File: config.mk
export PLATFORM = sky130hd
export DESIGN_NAME = spgp_top
export DESIGN_NICKNAME = d
export VERILOG_FILES = /design/src/spgp_pkg.sv /design/src/spgp_pin_mux.sv /design/src/spgp_top.sv
export SDC_FILE = /design/constraint.sdc
export NUM_CORES = 1
export LEC_CHECK = 0
export BUFFER_PORTS_ARGS = -buffer_cell sky130_fd_sc_hd__buf_2
export CORE_MARGIN = 2
export CORE_UTILIZATION = 52
export DETAILED_ROUTE_END_ITERATION = 8
export GPL_TIMING_DRIVEN = 0
export PLACE_DENSITY_LB_ADDON = 0.08
export SLEW_MARGIN = 5
export SYNTH_ARGS = -nofsm -noshare
export SYNTH_HDL_FRONTEND = slang
export SYNTH_HIERARCHICAL = 1
export SYNTH_SLANG_ARGS = --single-unit
export TNS_END_PERCENT = 10
File: constraint.sdc
create_clock -name i_clk -period 1.86 [get_ports i_clk]
set_input_delay 0.279 -clock i_clk [delete_from_list [all_inputs] [get_ports i_clk]]
set_output_delay 0.279 -clock i_clk [all_outputs]
set_load 0.01 [all_outputs]
File: src/spgp_pkg.sv
package spgp_pkg;

  localparam int SPGP_ADDR_W  = 24;
  localparam int SPGP_DATA_W  = 24;
  localparam int SPGP_PIN_MAX = 6;
  localparam int SPGP_NPORT   = 3;

  // port numbers inside the register file
  localparam logic [1:0] SPGP_PORT_C = 2'h0;
  localparam logic [1:0] SPGP_PORT_D = 2'h1;
  localparam logic [1:0] SPGP_PORT_E = 2'h2;

  // pin counts per port
  localparam int SPGP_PC_PINS = 6;
  localparam int SPGP_PD_PINS = 6;
  localparam int SPGP_PE_PINS = 3;

  // implemented pin bits per port
  localparam logic [5:0] SPGP_PC_MASK = 6'h3f;
  localparam logic [5:0] SPGP_PD_MASK = 6'h3f;
  localparam logic [5:0] SPGP_PE_MASK = 6'h07;

  // register offsets
  localparam logic [23:0] SPGP_PC_FSEL_OFF = 24'hff_ffbf;
  localparam logic [23:0] SPGP_PC_DIR_OFF  = 24'hff_ffbe;
  localparam logic [23:0] SPGP_PC_DATA_OFF = 24'hff_ffbd;
  localparam logic [23:0] SPGP_PD_FSEL_OFF = 24'hff_ffaf;
  localparam logic [23:0] SPGP_PD_DIR_OFF  = 24'hff_ffae;
  localparam logic [23:0] SPGP_PD_DATA_OFF = 24'hff_ffad;
  localparam logic [23:0] SPGP_PE_FSEL_OFF = 24'hff_ff9f;
  localparam logic [23:0] SPGP_PE_DIR_OFF  = 24'hff_ff9e;
  localparam logic [23:0] SPGP_PE_DATA_OFF = 24'hff_ff9d;

  // values after reset
  localparam logic [5:0]  SPGP_FSEL_RST  = 6'h00;
  localparam logic [5:0]  SPGP_DIR_RST   = 6'h00;
  localparam logic [5:0]  SPGP_DATA_RST  = 6'h00;
  localparam logic [5:0]  SPGP_SYNC_RST  = 6'h00;
  localparam logic [23:0] SPGP_RDATA_RST = 24'h00_0000;
  localparam logic [17:0] SPGP_RSVD_ZERO = 18'h0_0000;

  typedef enum logic [1:0] {
    SPGP_FLD_DATA = 2'h0,
    SPGP_FLD_DIR  = 2'h1,
    SPGP_FLD_FSEL = 2'h3
  } spgp_field_t;

  typedef struct packed {
    logic [5:0] fsel;
    logic [5:0] dir;
    logic [5:0] data;
  } spgp_port_t;

  typedef struct packed {
    logic [23:0] addr;
    logic [23:0] wdata;
    logic        wr;
    logic        rd;
  } spgp_bus_req_t;

  typedef struct packed {
    logic        hit;
    logic [1:0]  port;
    spgp_field_t field;
  } spgp_dec_t;

  function automatic spgp_dec_t spgp_decode(input logic [23:0] addr);
    spgp_dec_t d;
    d = '{hit: 1'b1, port: SPGP_PORT_C, field: SPGP_FLD_DATA};
    case (addr)
      SPGP_PC_FSEL_OFF: d = '{hit: 1'b1, port: SPGP_PORT_C, field: SPGP_FLD_FSEL};
      SPGP_PC_DIR_OFF:  d = '{hit: 1'b1, port: SPGP_PORT_C, field: SPGP_FLD_DIR};
      SPGP_PC_DATA_OFF: d = '{hit: 1'b1, port: SPGP_PORT_C, field: SPGP_FLD_DATA};
      SPGP_PD_FSEL_OFF: d = '{hit: 1'b1, port: SPGP_PORT_D, field: SPGP_FLD_FSEL};
      SPGP_PD_DIR_OFF:  d = '{hit: 1'b1, port: SPGP_PORT_D, field: SPGP_FLD_DIR};
      SPGP_PD_DATA_OFF: d = '{hit: 1'b1, port: SPGP_PORT_D, field: SPGP_FLD_DATA};
      SPGP_PE_FSEL_OFF: d = '{hit: 1'b1, port: SPGP_PORT_E, field: SPGP_FLD_FSEL};
      SPGP_PE_DIR_OFF:  d = '{hit: 1'b1, port: SPGP_PORT_E, field: SPGP_FLD_DIR};
      SPGP_PE_DATA_OFF: d = '{hit: 1'b1, port: SPGP_PORT_E, field: SPGP_FLD_DATA};
      default:          d = '{hit: 1'b0, port: SPGP_PORT_C, field: SPGP_FLD_DATA};
    endcase
    return d;
  endfunction

  function automatic logic [5:0] spgp_mask(input logic [1:0] port);
    logic [5:0] m;
    m = 6'h00;
    case (port)
      SPGP_PORT_C: m = SPGP_PC_MASK;
      SPGP_PORT_D: m = SPGP_PD_MASK;
      SPGP_PORT_E: m = SPGP_PE_MASK;
      default:     m = 6'h00;
    endcase
    return m;
  endfunction

endpackage

File: src/spgp_pin_mux.sv
`timescale 1ns/10ps
module spgp_pin_mux
  import spgp_pkg::*;
#(
  parameter int W = 6
) (
  input  wire logic         i_clk,
  input  wire logic         i_rst_n,
  input  wire logic [W-1:0] i_fsel,
  input  wire logic [W-1:0] i_dir,
  input  wire logic [W-1:0] i_data,
  input  wire logic [W-1:0] i_pin_sync,
  input  wire logic [W-1:0] i_per_out,
  input  wire logic [W-1:0] i_per_oe,
  output logic      [W-1:0] o_pin,
  output logic      [W-1:0] o_pin_oe,
  output logic      [W-1:0] o_per_in
);

  logic [W-1:0] pin_reg;
  logic [W-1:0] pin_next;
  logic [W-1:0] oe_reg;
  logic [W-1:0] oe_next;
  logic [W-1:0] per_in_reg;
  logic [W-1:0] per_in_next;

  always_comb begin
    for (int i = 0; i < W; i++) begin
      if (i_fsel[i]) begin
        // pin handed to its serial peripheral
        pin_next[i]    = i_per_out[i]; // [RQ1]
        oe_next[i]     = i_per_oe[i]; // [RQ1]
        per_in_next[i] = i_pin_sync[i]; // [RQ1]
      end else begin
        pin_next[i]    = i_data[i]; // [RQ4]
        oe_next[i]     = i_dir[i]; // [RQ2]
        per_in_next[i] = 1'b0; // [RQ1]
      end
    end
  end

  always_ff @(posedge i_clk or negedge i_rst_n) begin
    if (!i_rst_n) begin
      pin_reg    <= '0;
      oe_reg     <= '0;
      per_in_reg <= '0;
    end else begin
      pin_reg    <= pin_next;
      oe_reg     <= oe_next;
      per_in_reg <= per_in_next;
    end
  end

  assign o_pin    = pin_reg;
  assign o_pin_oe = oe_reg;
  assign o_per_in = per_in_reg;

endmodule

File: src/spgp_top.sv
// Contract
// [RQ1] A pin whose function-select bit is 1 belongs to its serial peripheral, with 0 it is GPIO.
// [RQ2] A GPIO pin is driven when its direction bit is 1 and left undriven as input when 0.
// [RQ3] Reading the data bit of a GPIO input pin returns the level present on that pin.
// [RQ4] A GPIO output pin drives the value last written to its data bit.
// [RQ5] Reset clears function-select, direction and data of port C, so all its pins are inputs.
// [RQ6] Reset clears the function-select register of port D, so all its pins are GPIO.
// [RQ7] Software writes zero to every reserved bit above the implemented pin bits.
// [RQ8] Ports C and D implement pin bits 0 to 5, port E implements pin bits 0 to 2.
// [RQ9] Reserved and unimplemented bits read as zero and ignore writes.
`timescale 1ns/10ps
module spgp_top
  import spgp_pkg::*;
(
  input  wire logic        i_clk,
  input  wire logic        i_rst_n,
  input  wire logic [23:0] i_addr,
  input  wire logic [23:0] i_wdata,
  input  wire logic        i_wr,
  input  wire logic        i_rd,
  output logic      [23:0] o_rdata,
  input  wire logic [5:0]  i_pc_pin,
  output logic      [5:0]  o_pc_pin,
  output logic      [5:0]  o_pc_pin_oe,
  input  wire logic [5:0]  i_pc_per_out,
  input  wire logic [5:0]  i_pc_per_oe,
  output logic      [5:0]  o_pc_per_in,
  input  wire logic [5:0]  i_pd_pin,
  output logic      [5:0]  o_pd_pin,
  output logic      [5:0]  o_pd_pin_oe,
  input  wire logic [5:0]  i_pd_per_out,
  input  wire logic [5:0]  i_pd_per_oe,
  output logic      [5:0]  o_pd_per_in,
  input  wire logic [2:0]  i_pe_pin,
  output logic      [2:0]  o_pe_pin,
  output logic      [2:0]  o_pe_pin_oe,
  input  wire logic [2:0]  i_pe_per_out,
  input  wire logic [2:0]  i_pe_per_oe,
  output logic      [2:0]  o_pe_per_in
);

  spgp_bus_req_t             req;
  spgp_dec_t                 dec;
  spgp_port_t [2:0]          port_reg;
  spgp_port_t [2:0]          port_next;
  logic       [2:0][5:0]     pin_raw;
  logic       [2:0][5:0]     sync1_reg;
  logic       [2:0][5:0]     sync2_reg;
  logic       [23:0]         rdata_reg;
  logic       [23:0]         rdata_next;

  assign req = '{addr: i_addr, wdata: i_wdata, wr: i_wr, rd: i_rd};
  assign dec = spgp_decode(req.addr);

  assign pin_raw[SPGP_PORT_C] = i_pc_pin;
  assign pin_raw[SPGP_PORT_D] = i_pd_pin;
  assign pin_raw[SPGP_PORT_E] = {3'h0, i_pe_pin};

  // two-stage pin synchroniser
  always_ff @(posedge i_clk or negedge i_rst_n) begin
    if (!i_rst_n) begin
      for (int p = 0; p < SPGP_NPORT; p++) begin
        sync1_reg[p] <= SPGP_SYNC_RST;
        sync2_reg[p] <= SPGP_SYNC_RST;
      end
    end else begin
      for (int p = 0; p < SPGP_NPORT; p++) begin
        sync1_reg[p] <= pin_raw[p];
        sync2_reg[p] <= sync1_reg[p];
      end
    end
  end

  // data bit as software sees it: latch for GPIO outputs, pin level for GPIO inputs and peripheral pins
  function automatic logic [5:0] spgp_data_view(input spgp_port_t pr,
                                                input logic [5:0] pin,
                                                input logic [5:0] mask);
    logic [5:0] drv;
    drv = pr.dir & ~pr.fsel;
    return ((pr.data & drv) | (pin & ~drv)) & mask;
  endfunction

  // register write path
  always_comb begin
    port_next = port_reg;
    if (req.wr && dec.hit) begin
      case (dec.field)
        SPGP_FLD_FSEL: port_next[dec.port].fsel = req.wdata[5:0] & spgp_mask(dec.port); // [RQ8]
        SPGP_FLD_DIR:  port_next[dec.port].dir  = req.wdata[5:0] & spgp_mask(dec.port); // [RQ8]
        SPGP_FLD_DATA: port_next[dec.port].data = req.wdata[5:0] & spgp_mask(dec.port); // [RQ4]
        default:       port_next = port_reg;
      endcase
    end
  end

  always_ff @(posedge i_clk or negedge i_rst_n) begin
    if (!i_rst_n) begin
      for (int p = 0; p < SPGP_NPORT; p++) begin
        port_reg[p].fsel <= SPGP_FSEL_RST; // [RQ5] [RQ6]
        port_reg[p].dir  <= SPGP_DIR_RST; // [RQ5]
        port_reg[p].data <= SPGP_DATA_RST; // [RQ5]
      end
    end else begin
      port_reg <= port_next;
    end
  end

  // register read path, answer in the next cycle only
  always_comb begin
    rdata_next = SPGP_RDATA_RST;
    if (req.rd && dec.hit) begin
      case (dec.field)
        SPGP_FLD_FSEL: rdata_next = {SPGP_RSVD_ZERO, port_reg[dec.port].fsel}; // [RQ9]
        SPGP_FLD_DIR:  rdata_next = {SPGP_RSVD_ZERO, port_reg[dec.port].dir}; // [RQ9]
        SPGP_FLD_DATA: rdata_next = {SPGP_RSVD_ZERO,
                                     spgp_data_view(port_reg[dec.port],
                                                    sync2_reg[dec.port],
                                                    spgp_mask(dec.port))}; // [RQ3]
        default:       rdata_next = SPGP_RDATA_RST;
      endcase
    end
  end

  always_ff @(posedge i_clk or negedge i_rst_n) begin
    if (!i_rst_n) begin
      rdata_reg <= SPGP_RDATA_RST;
    end else begin
      rdata_reg <= rdata_next;
    end
  end

  assign o_rdata = rdata_reg;

  spgp_pin_mux #(
    .W (SPGP_PC_PINS)
  ) u_port_c (
    .i_clk      (i_clk),
    .i_rst_n    (i_rst_n),
    .i_fsel     (port_reg[SPGP_PORT_C].fsel),
    .i_dir      (port_reg[SPGP_PORT_C].dir),
    .i_data     (port_reg[SPGP_PORT_C].data),
    .i_pin_sync (sync2_reg[SPGP_PORT_C]),
    .i_per_out  (i_pc_per_out),
    .i_per_oe   (i_pc_per_oe),
    .o_pin      (o_pc_pin),
    .o_pin_oe   (o_pc_pin_oe),
    .o_per_in   (o_pc_per_in)
  );

  spgp_pin_mux #(
    .W (SPGP_PD_PINS)
  ) u_port_d (
    .i_clk      (i_clk),
    .i_rst_n    (i_rst_n),
    .i_fsel     (port_reg[SPGP_PORT_D].fsel),
    .i_dir      (port_reg[SPGP_PORT_D].dir),
    .i_data     (port_reg[SPGP_PORT_D].data),
    .i_pin_sync (sync2_reg[SPGP_PORT_D]),
    .i_per_out  (i_pd_per_out),
    .i_per_oe   (i_pd_per_oe),
    .o_pin      (o_pd_pin),
    .o_pin_oe   (o_pd_pin_oe),
    .o_per_in   (o_pd_per_in)
  );

  spgp_pin_mux #(
    .W (SPGP_PE_PINS)
  ) u_port_e (
    .i_clk      (i_clk),
    .i_rst_n    (i_rst_n),
    .i_fsel     (port_reg[SPGP_PORT_E].fsel[2:0]),
    .i_dir      (port_reg[SPGP_PORT_E].dir[2:0]),
    .i_data     (port_reg[SPGP_PORT_E].data[2:0]),
    .i_pin_sync (sync2_reg[SPGP_PORT_E][2:0]),
    .i_per_out  (i_pe_per_out),
    .i_per_oe   (i_pe_per_oe),
    .o_pin      (o_pe_pin),
    .o_pin_oe   (o_pe_pin_oe),
    .o_per_in   (o_pe_per_in)
  );

endmodule

# Word level (Yosys, flattened, before mapping)
# Index checks and enable logic that the tools add are counted.
classes:
  magnitude_cmp: 2
  eq_ne: 13
  muxes: 70
  bitwise: 10
  n_reduce_logical: 8
ops:
  columns: ["operator", "count"]
  rows:
  - ["$eq A24 B24 Y1 const B", 9]
  - ["$bwmux W54", 3]
  - ["$pmux W54 S3", 1]
  - ["$demux W18 S2", 3]
  - ["$mux W6", 10]
  - ["$mux W1", 45]
  - ["$pmux W5 S9", 1]
  - ["$and A6 B6 Y6", 7]
  - ["$bmux W18 S2", 1]
  - ["$mux W18", 2]
  - ["$pmux W6 S3", 1]
  - ["$bmux W6 S2", 1]
  - ["$mux W12", 1]
  - ["$not A6 Y6", 2]
  - ["$pmux W6 S2", 1]
  - ["$or A6 B6 Y6", 1]
  - ["$eq A2 B1 Y1 const B", 2]
  - ["$eq A2 B2 Y1 const B", 2]
  - ["$logic_not A2 Y1", 2]
  - ["$logic_and A1 B1 Y1", 3]
  - ["$lt A2 B3 Y1 const B", 1]
  - ["$reduce_bool A3 Y1", 1]
  - ["$ge A2 B1 Y1 const B", 1]
  - ["$reduce_and A2 Y1", 1]
  - ["$reduce_or A2 Y1", 1]
totals:
  regBits: 153
  in_bits: 97

# Depth between registers and ports, before layout
# Gate-level depths: netlist of run 1.
logic_depth:
  depth_word: 12
  mapped_depth: 9
  ltp_nobuf: 6

# Cells and area by module
# The synthesis of run 1 kept the hierarchy.
by_module_without_submodules:
  columns: ["module", "n_inst", "cells_each", "area_per_inst_um2"]
  rows:
  - ["spgp_top", 1, 321, 4111.4]
  - ["spgp_pin_mux at u_port_c ...", 2, 36, 661.9]
  - ["spgp_pin_mux at u_port_e", 1, 18, 327.8]

# Worst setup path after synthesis of run 1
# Ideal clock, no wire load.
synth_path:
  path_kind: "input -> register"
  from: "input i_addr[15]"
  to: "register with a tool-made name"
  setup_ps: 125
  arrival_time_ps: 1902
  t_required_ps: 1735
  slack_ps: -167
  stages: 7
  path_buffers: 2
  cell_sequence: "nand4_1 -> or2_1 -> buf_2 -> or3_1 -> buf_4 -> nor3_4 -> mux2_2"
synth_rtl:
  columns: ["element", "line_no", "source"]
  rows:
  - ["from (decl)", "spgp_top.sv:17", "input wire logic [23:0] i_addr,"]

==> results of run 1 <==
## synth_stat cells (4+ instances only)
| cell type | count | area share, % |
|---|---|---|
| dfrtp_1 | 132 | 57 |
| mux2_2 | 45 | 8.8 |
| mux2_4 | 24 | 6.3 |
| buf_4 | 21 | 2.7 |
| nand4_1 | 13 | 1.4 |
| and2_1 | 12 | 1.3 |
| o22a_1 | 11 | 1.7 |
| buf_2 | 10 | 0.87 |
| mux2_1 | 8 | 1.6 |
| o22ai_1 | 8 | 0.87 |
| nor2b_1 | 6 | 0.65 |
| nor4_1 | 6 | 0.65 |
| o211ai_1 | 6 | 0.78 |
| a31oi_1 | 5 | 0.54 |
| nor2_1 | 5 | 0.33 |
| a31o_2 | 4 | 0.61 |
| inv_1 | 4 | 0.26 |
| o221a_2 | 4 | 0.78 |
| or3_1 | 4 | 0.43 |
## layout make-up
class	count	area (µm²)
Clock buffer	24	470
Inverter	4	15.0
Timing Repair Buffer	182	1190
Tap cell	140	175
Multi-Input combinational cell	258	2400
Fill cell	735	2930
Sequential cell	132	3310
Buffer	34	243
Clock inverter	5	100
## report_power, final
group	switching (mW)	leakage [nW]	total (mW)	internal, mW
combinational	0.205	1.88	0.397	0.192
clock	1.16	0.281	3.28	2.12
sequential	0.0146	1.77	2.92	2.91
total	1.38	3.94	6.60	5.22
## worst reg2reg max path: cells and delay by family, from the launching register on
family / cells / cell delay, ns
flops: 1 / 0.46
simple gates: 1 / 0.39
compound gates: 3 / 0.86
## worst paths after layout
| kind | to | depth (start not counted) |
|---|---|---|
| max | register | 8 |
| min | register | 2 |
| max reg2reg | o_rdata[1] | 4 |
| min reg2reg | sync2_reg[8] | 0 |
| max in group asynchronous | asynchronous set/reset pin | 3 |
| min in group asynchronous | asynchronous set/reset pin | 2 |
## kinds of logic after synthesis
group | share of synthesized area, %
AND/OR/NAND/NOR | 11.0
flip-flops | 57.3
AO/OA/AOI/OAI | 11.0
multiplexers | 16.6
buffers and inverters | 4.06
other | 0.0651
## stage by stage
step                area [µm²]  setup TNS [ns]  hold slack [ns]  worst slack (ns)
floorplan                 5840           -3.28          -0.0166            -0.135
global placement          6660         -176.78            0.333             -1.06
detailed placement        6690          -37.68            0.299            -0.864
CTS                       7800           -1.51           0.0310            -0.141
global route              7910           -1.35           0.0548            -0.142
finish                    7910          -0.465           0.0470           -0.0915
## layer usage
| metal | track usage (%) | share of wire [%] | vias up |
|---|---|---|---|
| li1 | - | - | 1961 |
| met4 | 12.0 | 2.2 | 0 |
| met3 | 5.98 | 5.5 | 33 |
| met1 | 35.1 | 40 | 2214 |
| met5 | 0 | 0 | - |
| met2 | 49.0 | 52 | 182 |
## what timing repair did
| action | 4_1_cts | 5_1_grt |
|---|---|---|
| hold endpoints to repair | 110 | 0 |
| hold buffers | 46 | 0 |
| resized for setup | 14 | 18 |
| setup endpoints to repair | 44 | 36 |
| setup buffers | 2 | 5 |
| pin swaps | 4 | 11 |
==> results.toml, run 1 <==
[outcome]
status = "finished, violations left"
violations = "negative setup slack"

[clock_tree]
clock_sinks = 132
cts_tree = "yes"
ctsRootBufferMaster = "clkbuf_8"
cts_max_level = 4
clock_latency_ns = 0.55
cts_inserted_buffers = 17
cts_buffer_depth = 2
path_clk_slew_ns = 0.05

[floorplan]
die_h_um = 109
num_rows = 38
die_area_um2 = 11900
core_area_um2 = 10800
die_w_um = 109
start_util_pct = 53.2
io_pins = 166

[global_route]
antenna_found_initial = 0
grt.overflow.total = 0
grt_pass1_vias = 4517
grt_max_degree = 68
grt_pass1_wl_um = 24500
grt_use_total_pct = 28.6

[placed_design]
gp_congestion = 0.869
dp_cells = 697
dp_hpwl_um = 10800
port_buffers = 128

[power]
vdd.ir_drop.worst_v = 0.000955
power.total_mw = 6.60
p_per_area_nw_per_um2 = 835
p_leak_nw = 3.94

[worst_setup_path]
crit_start = "i_addr[10]"
worst-path-max-fanout = 9
crit_type = "input port to register"
slowest_stage = "nor3_4"
start_kind = "input port"
end_kind = "register"
rrSetupSlack_ns = 0.02
critPathBufInv = 3
crit_arrival_ns = 2.37
crit_path_frequent_cell = "buf_6"
max_stage_delay_ns = 0.54
worst_ep_required_time_ns = 2.28
crit_family = "simple AND/OR/NAND/NOR gates"
crit_chain = "buf_2 -> nand4_1 -> or2_1 -> buf_6 -> or3_1 -> buf_6 -> nor3_4 -> mux2_2"

[final_layout]
layout_commonest_cell = "buf_2"
fin_util_pct = 73.0
diodes = 0
area_growth_pct = 37.2
final_cell_mix = "133 x buf_2, 129 x dfrtp_1, 46 x dlygate4sd3_1"
finalNonFillerCells = 779
drive_gt1_share_pct = 49.1
nets = 726

[timing]
timing.final.ws_setup_ns = -0.0915
timing.final.crit_period_ns = 1.95
max_freq_mhz = 512
tightest_slew_ns = 0.625
slew_headroom_pct = 58.2
rsz0062_at_grt = "yes"
timing.final.crit_share_pct = 105
hold_violations = 0
slew_violations = 0
finalSetupViolCount = 6
finClkSkew_ns = 0.0131

[route]
vias = 4390
wl_per_cell_um = 21.0
wirelength_um = 16300
vias_per_cell = 5.64
drtIter0Drc = 216
ant_nets = 0
drc = 0
first_pass_iters = 5

[yosys]
synth.yosys.seq_area_share_pct = 57.3
synthArstFlopShare_pct = 100
synth_ff_type = "dfrtp_1"
yosys_warnings = 6
syn_inst = 411
synth-edff-count = 0
netlist_area_um2 = 5760
synth.avg_cell_area_um2 = 14.0
yosys_register_bits = 132
synth.distinct_cells = 65

[hold_path]
min-delay-start = "i_wdata[4]"
hold_path_class = "input port to register"

[flow_run]
cap_viol_max_count = 0
(Power assumes the default switching activity.)
==> run 2: changes to the inputs <==
==> constraint.sdc (replaced) <==
create_clock -name i_clk -period 1.86 [get_ports i_clk]
set_input_delay 0.093 -clock i_clk [delete_from_list [all_inputs] [get_ports i_clk]]
set_output_delay 0.093 -clock i_clk [all_outputs]
set_load 0.01 [all_outputs]
==> results.toml, run 2 (synthesized netlist as in run 1, its figures left out) <==
[power]
p_sw_share_pct = 21.5
vdd.ir_drop.worst_v = 0.000945
pwr-share-comb_pct = 6.4
power.switching_mw = 1.33
clockPowerShare_pct = 46.6
intPower_mw = 4.88
p_leak_nw = 3.88
power_frac_seq_pct = 47.0
p_per_area_nw_per_um2 = 797

[placed_design]
port_buffers = 128
dp_hpwl_um = 10400
gp_congestion = 0.928
dpl_worst_slack_ns = -0.591

[floorplan]
num_rows = 38
core_area_um2 = 10800
die_w_um = 109
die_h_um = 109
io_pins = 166
die_area_um2 = 11900
start_util_pct = 53.2

[timing]
timing.final.crit_share_pct = 102
hold_violations = 0
max_freq_mhz = 528
slew_headroom_pct = 56.2
timing.final.ws_setup_ns = -0.0324
tightest_slew_ns = 0.655
timing.final.crit_period_ns = 1.89
rsz0062_at_grt = "yes"
finClkSkew_ns = 0.00686
finalSetupViolCount = 7
slew_violations = 0

[route]
ant_nets = 0
vias_per_cell = 5.53
wirelength_um = 15200
vias = 4321
wl_per_cell_um = 19.4
first_pass_iters = 4
drc = 0
drtIter0Drc = 336

[final_layout]
drive_gt1_share_pct = 47.2
nets = 730
diodes = 0
layout_commonest_cell = "buf_2"
fin_util_pct = 71.9
area_growth_pct = 35.3
final_cell_mix = "136 x buf_2, 129 x dfrtp_1, 54 x dlygate4sd3_1"
multi_input_area_um2 = 2320
nFillCells = 770
seq_area_um2 = 3310

[clock_tree]
cts_max_level = 4
path_clk_slew_ns = 0.06
clock_sinks = 132
cts_inserted_buffers = 17
cts_buffer_depth = 2
ctsRootBufferMaster = "clkbuf_8"
cts_tree = "yes"
clock_latency_ns = 0.53

[global_route]
grt_max_degree = 71
grt_pass1_wl_um = 23500
grt_use_total_pct = 27.1
grt_pass1_vias = 4399
grt.overflow.total = 0
antenna_found_initial = 0

[worst_setup_path]
crit_arrival_ns = 2.30
worst_ep_required_time_ns = 2.27
crit_type = "input port to register"
crit_start = "i_addr[22]"
worst-path-max-fanout = 10
start_kind = "input port"
end_kind = "register"

[hold_path]
min-delay-start = "i_addr[0]"
hold_path_class = "input port to register"

[outcome]
violations = "negative setup slack"
status = "finished, violations left"

[flow_run]
cap_viol_max_count = 0
[run 2: cell types whose count changed in the layout (fill, tap and decap cells not counted), moves of 3 or more]
cell           before  now
buf_4              29   24
buf_2             133  136
dlygate4sd3_1      46   54
bufinv_16           3    0
buf_6               5    1
mux2_4             27   24
[run 2: power by group through the flow]
stage	logic, mW	registers (mW)	clock network [mW]
5_1_grt	0.436	2.92	3.08
4_1_cts	0.393	2.92	2.95
3_5_place_dp	0.306	2.97	0
3_3_place_gp	0.288	2.97	0
2_1_floorplan	0.116	2.97	0
6_report	0.396	2.92	2.90
[run 2: path summary, 6_finish.rpt]
check                                             endpoint  slack, ns  depth (start not counted)
max in group asynchronous       asynchronous set/reset pin       1.02                          3
worst max register to register                  o_rdata[5]      -0.03                          5
worst min register to register                sync2_reg[9]       0.34                          0
min in group asynchronous                     sync2_reg[7]       0.10                          2
worst min-delay path                              register       0.06                          4
worst max-delay path                              register      -0.03                          8
[run 2: layout make-up]
class                           count  area share [%]
Multi-Input combinational cell    258            29.8
Timing Repair Buffer              186            15.9
Buffer                             34            2.86
Sequential cell                   132            42.4
Inverter                            4           0.193
Clock buffer                       24            6.29
Tap cell                          140            2.25
Clock inverter                      4           0.321
[run 2: what timing repair did]
item | 4_1_cts | 5_1_grt
buffers inserted | 2 | 1
pin swaps | 1 | 4
endpoints found under the setup margin | 8 | 23
hold buffers | 54 | 0
resized for setup | 0 | 13
gates cloned | 0 | 0
hold endpoints to repair | 154 | 0
[run 2: per-stage QoR]
stage	std cells	TNS [ns]	instance area [µm²]	total power [mW]	hold slack (ns)
2_1_floorplan	428	0	5830	3.08	-0.203
3_3_place_gp	696	-143.93	6640	3.26	0.201
3_5_place_dp	697	-22.24	6680	3.28	0.105
4_1_cts	781	-0.0791	7750	6.27	0.0460
5_1_grt	782	-0.665	7800	6.44	0.0714
6_report	782	-0.174	7800	6.22	0.0591
[run 2: critical path: stages]
cell	delay, ns
buf_2	0.08
nand4_1	0.11
or2_1	0.25
clkbuf_1	0.18
nor3_2	0.25
buf_2	0.28
nand4_1	0.56
mux2_2	0.50
[run 2: metal layers]
metal,vias up,part of all wire (%),track usage (%)
li1,1976,-,-
met1,2154,42,35.7
met2,159,50,42.5
met3,32,5.6,5.98
met4,0,3.0,13.2
met5,-,0,0
